### config.mk
export PLATFORM = sky130hd
export DESIGN_NAME = ccu_channel_flat
export DESIGN_NICKNAME = d
export VERILOG_FILES = /design/src/rtl/ccu_pkg.sv /design/src/rtl/ccu_link_if.sv /design/src/rtl/ccu_channel.sv /design/src/flat_wrapper.sv
export SDC_FILE = /design/constraint.sdc
export NUM_CORES = 1
export LEC_CHECK = 0
export ABC_AREA = 1
export BUFFER_PORTS_ARGS = -buffer_cell sky130_fd_sc_hd__buf_4
export CAP_MARGIN = 20
export CORE_MARGIN = 2
export CORE_UTILIZATION = 45
export DETAILED_ROUTE_END_ITERATION = 7
export PLACE_DENSITY = 0.71
export REMOVE_ABC_BUFFERS = 1
export SYNTH_ARGS = -nofsm -noshare
export SYNTH_HDL_FRONTEND = slang
export SYNTH_SLANG_ARGS = --single-unit
### constraint.sdc
create_clock -name clock -period 1.55 [get_ports clock]
set_input_delay 0.31 -clock clock [delete_from_list [all_inputs] [get_ports clock]]
set_output_delay 0.31 -clock clock [all_outputs]
set_load 0.01 [all_outputs]
### src/rtl/ccu_pkg.sv
// package of constants and helper functions shared by both ends of the capture/compare channel
package ccu_pkg;
    localparam int CNT_W = 16;
    localparam int DATA_W = 8;
    localparam int ADDR_W = 3;
    localparam int SRC_N = 8;
    localparam logic [ADDR_W-1:0] REG_CTRL = 3'h0;
    localparam logic [ADDR_W-1:0] REG_CAPSRC = 3'h1;
    localparam logic [ADDR_W-1:0] REG_HOLD_LO = 3'h2;
    localparam logic [ADDR_W-1:0] REG_HOLD_HI = 3'h3;
    localparam logic [ADDR_W-1:0] REG_FLAG = 3'h4;
    localparam logic [ADDR_W-1:0] REG_ENABLE = 3'h5;
    localparam int CTRL_ON_BIT = 7;
    localparam int CTRL_DIR_BIT = 5;
    localparam int CTRL_TSEL_BIT = 4;
    localparam logic [DATA_W-1:0] CTRL_RESET = 8'h20;
    localparam logic [DATA_W-1:0] CTRL_WRITABLE = 8'hBF;
    localparam logic [3:0] MODE_OFF = 4'h0;
    localparam logic [3:0] MODE_TOGGLE = 4'h2;
    localparam logic [3:0] MODE_CAP_FALL = 4'h4;
    localparam logic [3:0] MODE_CAP_RISE = 4'h5;
    localparam logic [3:0] MODE_CAP_RISE4 = 4'h6;
    localparam logic [3:0] MODE_CAP_RISE16 = 4'h7;
    localparam logic [3:0] MODE_SET = 4'h8;
    localparam logic [3:0] MODE_CLEAR = 4'h9;
    localparam logic [3:0] MODE_SOFT = 4'hA;
    localparam logic [3:0] MODE_TRIGGER = 4'hB;
    localparam logic [3:0] PRESC_MAX4 = 4'h3;
    localparam logic [3:0] PRESC_MAX16 = 4'hF;
    localparam logic [3:0] SRC_PIN = 4'h0;
    localparam logic [1:0] TCLK_DIV_LAST = 2'h3;
    localparam logic [1:0] TPS_1 = 2'h0;
    localparam logic [1:0] TPS_4 = 2'h1;
    localparam logic [1:0] TPS_16 = 2'h2;
    localparam logic [5:0] TPS_LAST_4 = 6'h03;
    localparam logic [5:0] TPS_LAST_16 = 6'h0F;
    localparam logic [5:0] TPS_LAST_64 = 6'h3F;
    localparam logic [CNT_W-1:0] COUNT_ONE = 16'h0001;
    localparam logic [DATA_W-1:0] BYTE_ZERO = 8'h00;

    function automatic logic isCaptureMode(input logic [3:0] m);
        isCaptureMode = (m == MODE_CAP_FALL) || (m == MODE_CAP_RISE) ||
                        (m == MODE_CAP_RISE4) || (m == MODE_CAP_RISE16);
    endfunction : isCaptureMode

    function automatic logic isCompareMode(input logic [3:0] m);
        isCompareMode = (m == MODE_TOGGLE) || (m == MODE_SET) || (m == MODE_CLEAR) ||
                        (m == MODE_SOFT) || (m == MODE_TRIGGER);
    endfunction : isCompareMode
endpackage : ccu_pkg

### src/rtl/ccu_link_if.sv
// interface joining the channel end and the timer/source end
`timescale 1ns/1ps
interface ccu_link_if;
    import ccu_pkg::*;
    logic [CNT_W-1:0] timerACount;
    logic [CNT_W-1:0] timerBCount;
    logic [SRC_N-1:0] capSources;
    logic pinLevel;
    logic sleepMode;
    logic compareOut;
    logic compareOe_n;
    logic convTrigger;

    modport channel (
        input timerACount, timerBCount, capSources, pinLevel, sleepMode,
        output compareOut, compareOe_n, convTrigger
    );
    modport timers (
        output timerACount, timerBCount, capSources, pinLevel, sleepMode,
        input compareOut, compareOe_n, convTrigger
    );
endinterface : ccu_link_if

### src/rtl/ccu_channel.sv
// capture/compare channel with its software register port
//
// Design decisions made here: the strobed register port and the address map.
`timescale 1ns/1ps
module ccu_channel
    import ccu_pkg::*;
(
    input wire logic clock,
    input wire logic srst,
    ccu_link_if.channel link,
    input wire logic [ADDR_W-1:0] regAddr,
    input wire logic [DATA_W-1:0] regWrData,
    input wire logic regWrite,
    input wire logic regRead,
    output logic [DATA_W-1:0] regRdData,
    output logic wakeRequest
);
    logic [DATA_W-1:0] ctrl_q;
    logic [3:0] capSel_q;
    logic [CNT_W-1:0] hold_q;
    logic [CNT_W-1:0] hold_d;
    logic flag_q;
    logic eventEnable_q;
    logic srcNow_q;
    logic srcPrev_q;
    logic [3:0] presc_q;
    logic [3:0] presc_d;
    logic matchPrev_q;
    logic outLatch_q;
    logic outLatch_d;
    logic oeN_q;
    logic trig_q;
    logic wake_q;
    logic [DATA_W-1:0] rd_q;
    logic [DATA_W-1:0] rd_d;

    wire [3:0] mode = ctrl_q[3:0];
    wire chanOn = ctrl_q[CTRL_ON_BIT];
    wire inCapture = chanOn && isCaptureMode(mode);
    wire inCompare = chanOn && isCompareMode(mode);
    // each channel picks its own timer
    wire [CNT_W-1:0] refCount = ctrl_q[CTRL_TSEL_BIT] ? link.timerBCount : link.timerACount;

    wire wrCtrl = regWrite && (regAddr == REG_CTRL);
    wire wrCapSel = regWrite && (regAddr == REG_CAPSRC);
    wire wrHoldLo = regWrite && (regAddr == REG_HOLD_LO);
    wire wrHoldHi = regWrite && (regAddr == REG_HOLD_HI);
    wire wrFlag = regWrite && (regAddr == REG_FLAG);
    wire wrEnable = regWrite && (regAddr == REG_ENABLE);

    // pin level comes back from the wire itself, so a driven pin still captures
    wire srcSelected = (capSel_q == SRC_PIN) ? link.pinLevel :
                       ((capSel_q <= 4'(SRC_N)) ? link.capSources[3'(capSel_q - 4'h1)] : 1'b0);

    wire riseEdge = srcNow_q && !srcPrev_q;
    wire fallEdge = !srcNow_q && srcPrev_q;

    wire captureHit = inCapture && (
        ((mode == MODE_CAP_FALL) && fallEdge) ||
        ((mode == MODE_CAP_RISE) && riseEdge) ||
        ((mode == MODE_CAP_RISE4) && riseEdge && (presc_q[1:0] == PRESC_MAX4[1:0])) ||
        ((mode == MODE_CAP_RISE16) && riseEdge && (presc_q == PRESC_MAX16)));

    wire matchNow = inCompare && (hold_q == refCount);
    // acting on the rising edge of the match keeps a slow timer from re-firing the action
    wire matchRise = matchNow && !matchPrev_q;

    // prescaler only clears when leaving capture, so a direct switch keeps its count
    always_comb begin
        presc_d = presc_q;
        if (!inCapture) begin
            presc_d = 4'h0;
        end else if (riseEdge) begin
            presc_d = presc_q + 4'h1;
        end
    end

    // a capture overwrites whatever software has not yet read
    always_comb begin
        hold_d = hold_q;
        if (wrHoldLo) begin
            hold_d[DATA_W-1:0] = regWrData;
        end
        if (wrHoldHi) begin
            hold_d[CNT_W-1:DATA_W] = regWrData;
        end
        if (captureHit) begin
            hold_d = refCount;
        end
    end

    always_comb begin
        outLatch_d = outLatch_q;
        if (matchRise) begin
            case (mode)
                MODE_TOGGLE: begin
                    outLatch_d = !outLatch_q;
                end
                MODE_SET: begin
                    outLatch_d = 1'b1;
                end
                MODE_CLEAR: begin
                    outLatch_d = 1'b0;
                end
                default: begin
                    outLatch_d = outLatch_q;
                end
            endcase
        end
        if (wrCtrl && (regWrData == BYTE_ZERO)) begin
            outLatch_d = 1'b0;
        end
    end

    always_comb begin
        case (regAddr)
            REG_CTRL: begin
                rd_d = ctrl_q;
            end
            REG_CAPSRC: begin
                rd_d = {4'h0, capSel_q};
            end
            REG_HOLD_LO: begin
                rd_d = hold_q[DATA_W-1:0];
            end
            REG_HOLD_HI: begin
                rd_d = hold_q[CNT_W-1:DATA_W];
            end
            REG_FLAG: begin
                rd_d = {7'h00, flag_q};
            end
            REG_ENABLE: begin
                rd_d = {7'h00, eventEnable_q};
            end
            default: begin
                rd_d = BYTE_ZERO;
            end
        endcase
    end

    always_ff @(posedge clock) begin
        if (srst) begin
            ctrl_q <= CTRL_RESET;
            capSel_q <= SRC_PIN;
            eventEnable_q <= 1'b0;
        end else begin
            if (wrCtrl) begin
                // the reserved bit keeps its old value whatever software writes
                ctrl_q <= (regWrData & CTRL_WRITABLE) | (ctrl_q & ~CTRL_WRITABLE);
            end
            if (wrCapSel) begin
                capSel_q <= regWrData[3:0];
            end
            if (wrEnable) begin
                eventEnable_q <= regWrData[0];
            end
        end
    end

    // set beats a software clear in the same cycle
    always_ff @(posedge clock) begin
        if (srst) begin
            flag_q <= 1'b0;
        end else if (captureHit || matchRise) begin
            flag_q <= 1'b1;
        end else if (wrFlag && regWrData[0]) begin
            flag_q <= 1'b0;
        end
    end

    always_ff @(posedge clock) begin
        if (srst) begin
            srcNow_q <= 1'b0;
            srcPrev_q <= 1'b0;
            presc_q <= 4'h0;
            matchPrev_q <= 1'b0;
            hold_q <= '0;
        end else begin
            srcNow_q <= srcSelected;
            srcPrev_q <= srcNow_q;
            presc_q <= presc_d;
            matchPrev_q <= matchNow;
            hold_q <= hold_d;
        end
    end

    always_ff @(posedge clock) begin
        if (srst) begin
            outLatch_q <= 1'b0;
            oeN_q <= 1'b1;
            trig_q <= 1'b0;
            wake_q <= 1'b0;
            rd_q <= BYTE_ZERO;
        end else begin
            outLatch_q <= outLatch_d;
            oeN_q <= ctrl_q[CTRL_DIR_BIT];
            trig_q <= matchRise && (mode == MODE_TRIGGER);
            wake_q <= link.sleepMode && flag_q && eventEnable_q;
            rd_q <= regRead ? rd_d : BYTE_ZERO;
        end
    end

    assign link.compareOut = outLatch_q;
    assign link.compareOe_n = oeN_q;
    assign link.convTrigger = trig_q;
    assign regRdData = rd_q;
    assign wakeRequest = wake_q;
endmodule : ccu_channel

### src/flat_wrapper.sv
// flat-port wrapper written by rule: the top's interface ports become plain ports
module ccu_channel_flat import ccu_pkg::*;
  (clock, srst, regAddr, regWrData, regWrite, regRead, regRdData, wakeRequest, link_timerACount, link_timerBCount, link_capSources, link_pinLevel, link_sleepMode, link_compareOut, link_compareOe_n, link_convTrigger);
  ccu_link_if link_i ();
  input wire logic clock;
  input wire logic srst;
  input wire logic [ADDR_W-1:0] regAddr;
  input wire logic [DATA_W-1:0] regWrData;
  input wire logic regWrite;
  input wire logic regRead;
  output logic [DATA_W-1:0] regRdData;
  output logic wakeRequest;
  input wire logic [$bits(link_i.timerACount)-1:0] link_timerACount;
  input wire logic [$bits(link_i.timerBCount)-1:0] link_timerBCount;
  input wire logic [$bits(link_i.capSources)-1:0] link_capSources;
  input wire logic [$bits(link_i.pinLevel)-1:0] link_pinLevel;
  input wire logic [$bits(link_i.sleepMode)-1:0] link_sleepMode;
  output wire logic [$bits(link_i.compareOut)-1:0] link_compareOut;
  output wire logic [$bits(link_i.compareOe_n)-1:0] link_compareOe_n;
  output wire logic [$bits(link_i.convTrigger)-1:0] link_convTrigger;
  assign link_i.timerACount = link_timerACount;
  assign link_i.timerBCount = link_timerBCount;
  assign link_i.capSources = link_capSources;
  assign link_i.pinLevel = link_pinLevel;
  assign link_i.sleepMode = link_sleepMode;
  assign link_compareOut = link_i.compareOut;
  assign link_compareOe_n = link_i.compareOe_n;
  assign link_convTrigger = link_i.convTrigger;
  ccu_channel u_core (.clock(clock), .srst(srst), .link(link_i), .regAddr(regAddr), .regWrData(regWrData), .regWrite(regWrite), .regRead(regRead), .regRdData(regRdData), .wakeRequest(wakeRequest));
endmodule
Word level (Yosys, flattened, before mapping)
Cells that the tools add are included.

Equality and inequality tests: 17. Add/subtract/negate cells: 2. Multiplexer cells: 12. Reduce and logical (&&, ||, !) cells: 50. Bitwise logic cells: 3. $lt $le $gt $ge: 2.

Operator list (count): $pmux 8 s6 (1); $mux 16 (2); $logic_and 1x1->1 (24); $eq 4x4->1 const B (5); $eq 16x16->1 (1); $eq 4x3->1 const B (4); $mux 8 (2); $logic_or 1x1->1 (11); $logic_not 8->1 (1); $or 8x7->8 (1); $eq 3x2->1 const B (2); $eq 3x3->1 const B (2); $reduce_bool 2->1 (3); $reduce_or 2->1 (3); $mux 1 (5); $add 4x1->4 const B (1); $eq 4x2->1 const B (1); $le 4x4->1 const B (1); $logic_not 1->1 (4); $logic_not 4->1 (1); $lt 3x4->1 const B (1); $bmux 1 s3 (1); $eq 3x1->1 const B (1); $logic_not 3->1 (1); other kinds (6) (7).

Bits in registers: 49. Output and inout bits: 12. Word-level logic and storage cells: 101. Bits of input ports: 57.

Logic depth before layout (Yosys ltp)
Depth after elaboration: 10. Mapped depth: 14. Gate-level depth less buffers: 13.

Least setup slack after synthesis
Ideal clock, no wire load.

Path kind: register -> register. Start point: register u_core.presc_q[0]. End point: register u_core.hold_q[15]. Library setup time: 57 ps. Cell stages (with the launch flop): 13. Slack: 64 ps. Required time: 1493 ps. Period minus slack after synthesis: 1486 ps. Buffers on the path: 2. Data arrival time: 1430 ps. Path through: dfxtp_1 -> ha_1 -> inv_1 -> a21oi_1 -> o21ai_1 -> nand2_1 -> nand2_1 -> buf_2 -> buf_4 -> nand3_1 -> o211ai_1 -> nand2_1 -> inv_1.

Cells in the longest elaborated chain, start to end: 6. Elaborated cells on any way between the ends: 9. Those cells by class: eq/ne: 2; mux: 1; reduce/logical: 6.

RTL lines: from (decl) (RTL line ccu_channel.sv:26) `logic [3:0] presc_q;`; from (signal assigned) (RTL line ccu_channel.sv:181) `presc_q <= presc_d;`; $eq 2x2->1 (RTL line ccu_channel.sv:61) `((mode == MODE_CAP_RISE4) && riseEdge && (presc_q[1:0] == PRESC_MAX4[1:0])) ||`; $logic_and 1x1->1 (RTL line ccu_channel.sv:61); $logic_or 1x1->1 (RTL line ccu_channel.sv:60) `((mode == MODE_CAP_RISE) && riseEdge) ||`; $logic_or 1x1->1 (*) (RTL line ccu_channel.sv:61); $logic_and 1x1->1 (*) (RTL line ccu_channel.sv:58) `wire captureHit = inCapture && (`; $mux 16 or $reduce_bool 2->1 (tied branches); to (signal assigned) (RTL line ccu_channel.sv:183) `hold_q <= hold_d;`; to (decl) (RTL line ccu_channel.sv:20) `logic [CNT_W-1:0] hold_q;`.

Every way passes the cells marked *; elsewhere a longest branch is shown, timed or not. A chain may end at the register's enable or synchronous reset.

Worst setup path after layout
Start point: register u_core.ctrl_q[4]. End point: register u_core.outLatch_q (netlist: u_core.link.compareOut).

Cells in the longest elaborated chain, start to end: 5.

RTL lines: from (decl) (RTL line ccu_channel.sv:18) `logic [DATA_W-1:0] ctrl_q;`; from (signal assigned) (RTL line ccu_channel.sv:149) `ctrl_q <= (regWrData & CTRL_WRITABLE) | (ctrl_q & ~CTRL_WRITABLE);`; $mux 16 (RTL line ccu_channel.sv:42) `wire [CNT_W-1:0] refCount = ctrl_q[CTRL_TSEL_BIT] ? link.timerBCount : link.timerACount;`; $eq 16x16->1 (RTL line ccu_channel.sv:64) `wire matchNow = inCompare && (hold_q == refCount);`; $logic_and 1x1->1 (RTL line ccu_channel.sv:64); $logic_and 1x1->1 (RTL line ccu_channel.sv:66) `wire matchRise = matchNow && !matchPrev_q;`; $reduce_and 2->1 (no line); to (signal assigned) (RTL line ccu_channel.sv:195) `outLatch_q <= outLatch_d;`; to (decl) (RTL line ccu_channel.sv:29) `logic outLatch_q;`.

No other way between the ends.

==> run metrics <==
status finished, violations left; violated checks setup timing; Die W 85.6 um; area of the core 0.00639 sq mm; initial drt markers 208; Worst Slack Setup Final -0.131 ns; initial antenna violation count 0; I/O pin cnt 69; DRC Markers 0; Starting Density 46.9%; pin count of the biggest net entering global routing 18; Detailed Route WL 9240 um; register area share after synthesis 32.1%; die area 0.00733 sq mm; Post-Place Setup Slack -0.126 ns; Sink Count 48; Final Cycle Share 108%; CTS Hold Buffers Added 0; maximum clock rate 0.595 GHz; footprint of the multi-input gates 0.00185 sq mm; Slew headroom 64.2%; PortBufs 68; vias per inst 5.22; Total Neg Setup Slack -0.224 ns; clk root buf clkbuf_8; Final min period 1.68 ns; HPWL after DPL 7150 um; Final setup viols 3; vias in the first global route 3,207; Hold WS 0.239 ns; GR Overflow Total 0; CP Capture Type register; commonest non-fill, non-tap cells in the layout buf_4, nand2_1, inv_1, nand3_1, dfxtp_1; area delta synth->final 41.5%; Ant. Diodes 0; Max clock buf depth 2; Worst Path Arrival 1.89 ns; Avg Synthesized Cell Area 6.46 sq um; Required @ worst endpoint 1.76 ns; total CTS buffers 5; CTS tree built; Setup crit start kind register; final net count 639; Worst VDD drop 0.551 mV; Clock transition at path regs 0.11 ns; final hold vios 0; die height 85.6 um; routed vias 3,429; Min-Delay Path Class input port to register; Sequential Area 968 sq um; Max-cap violations 0; first-pass GRT wire length 14,800 um; max-slew violation count 0; mapped cell area 0.00300 sq mm; clk_lat worst skew 0.31 ns; Max Clock Skew 0.0167 ns; RePlAce Congestion 1.01; fillers 606; RSZ-0062 raised after global routing yes; GRT Total Usage 25.2%; PD cells 661 mW/mm^2; Post-Synthesis Cells 464; synth warn 0; flops & latches, synth 48; Worst Path Max Fanout 16; share of cells above drive strength 1 34.8%; Setup CP Type register to register; Routed Antenna Nets 0; post-DR wirelength/cell 14.1 um; Row Count 29; Worst Tran Pin Value 0.536 ns; commonest non-fill, non-tap cell in the layout buf_4; H-tree Lvls 2; Pre-antenna DRT Iters 5; Static Leak 2.11 nW; count of different cell masters after synthesis 40
==> cell type report <==
| cell class | instances | share of cell area (%) |
|---|---|---|
| Timing Repair Buffer | 119 | 22.2 |
| Multi-Input combinational cell | 336 | 43.6 |
| Inverter | 69 | 6.46 |
| Tap cell | 77 | 2.27 |
| Clock inverter | 3 | 1.09 |
| Clock buffer | 5 | 1.62 |
| Sequential cell | 48 | 22.8 |
==> sequential cells by signal, summed over array words and instances, names as in the netlist <==
name and cells:
u_core.link.compareOut 1, u_core.wakeRequest 1, u_core.capSel_q 4, u_core.eventEnable_q 1, u_core.regRdData 8, u_core.flag_q 1, u_core.hold_q 16, u_core.matchPrev_q 1
u_core.link.convTrigger 1, u_core.ctrl_q 7, u_core.link.compareOe_n 1, u_core.presc_q 4, u_core.srcNow_q 1, u_core.srcPrev_q 1
==> synth_stat cells (all sizes together) <==
master / count / area share, %
nand2: 140 / 19
inv: 69 / 8.9
nand3: 63 / 11
dfxtp: 48 / 32
nor2: 45 / 6.3
a21oi: 18 / 3.0
o21ai: 18 / 3.0
o211ai: 9 / 2.3
buf: 8 / 2.7
nand4: 7 / 1.5
o22ai: 7 / 1.5
a221oi: 4 / 1.2
a31oi: 3 / 0.63
clkbuf: 3 / 0.38
ha: 3 / 1.3
nand3b: 3 / 0.75
nor3: 3 / 1.0
xnor2: 3 / 0.88
nor4: 2 / 0.42
o21a: 2 / 0.50
xor2: 2 / 0.58
a22oi: 1 / 0.25
and3: 1 / 0.21
o311ai: 1 / 0.29
or2: 1 / 0.21
==> worst paths after layout <==
kind,startpoint,end,slack [ns],cells after the start
hold / removal,link_sleepMode,u_core.wakeRequest$_SDFF_PP0_,0.24,3
setup reg to reg,u_core.ctrl_q[4]$_SDFFE_PP0P_,u_core.link.compareOut$_SDFFE_PP0P_,-0.13,13
setup / recovery,u_core.ctrl_q[4]$_SDFFE_PP0P_,u_core.link.compareOut$_SDFFE_PP0P_,-0.13,13
hold reg to reg,u_core.srcNow_q$_SDFF_PP0_,u_core.srcPrev_q$_SDFF_PP0_,0.48,2
==> logic make-up (layout without fill, tap and decap cells) <==
group | after synthesis | in the layout | synth area share, %
simple gates | 265 | 265 | 40.7
buf+inv | 80 | 196 | 12.0
compound gates | 63 | 63 | 12.6
flops | 48 | 48 | 32.1
xor+xnor | 5 | 5 | 1.46
fa+ha+maj | 3 | 3 | 1.25
==> where the power goes <==
| group | total, mW | internal [mW] | switching [mW] | leakage [nW] |
|---|---|---|---|---|
| registers | 1.28 | 1.26 | 0.0244 | 0.391 |
| logic | 0.569 | 0.270 | 0.299 | 1.66 |
| clock network | 0.954 | 0.487 | 0.467 | 0.0548 |
| total | 2.81 | 2.02 | 0.790 | 2.11 |
==> per-layer routing <==
metal	global-route usage [%]	routed length (um)
met5	0	0
met4	9.96	264
met2	43.8	4480
met1	31.2	3910
met3	3.85	581
==> metrics by stage <==
| stage | cells | power (mW) | utilization [%] | area (sq um) |
|---|---|---|---|---|
| after floorplan | 453 | 1.55 | - | 2910 |
| after global placement | 642 | 1.82 | 60.4 | 3850 |
| after detailed placement | 642 | 1.83 | 60.4 | 3850 |
| after CTS | 656 | 2.78 | 63.5 | 4060 |
| after global routing | 657 | 2.93 | 66.4 | 4240 |
| final | 657 | 2.81 | 66.4 | 4240 |
==> worst max-delay path, stage by stage (launching register included) <==
cell and delay (ns):
dfxtp_4 0.41, inv_12 0.11, buf_12 0.12, nand2_4 0.04, nand2_2 0.08, nand2_1 0.06
nand2_1 0.11, nand3_1 0.09, nor2_1 0.12, nand3_1 0.10, nor2_2 0.16, nand3_1 0.09
nand2_1 0.06, nor2_1 0.03
==> what timing repair did <==
| action | 4_1_cts | 5_1_grt |
|---|---|---|
| cloned | 0 | 0 |
| gates resized for setup | 15 | 52 |
| buffers inserted | 7 | 1 |
| pin swaps | 8 | 23 |
| endpoints found under the setup margin | 20 | 21 |
Power figures use the tool's default switching activity.
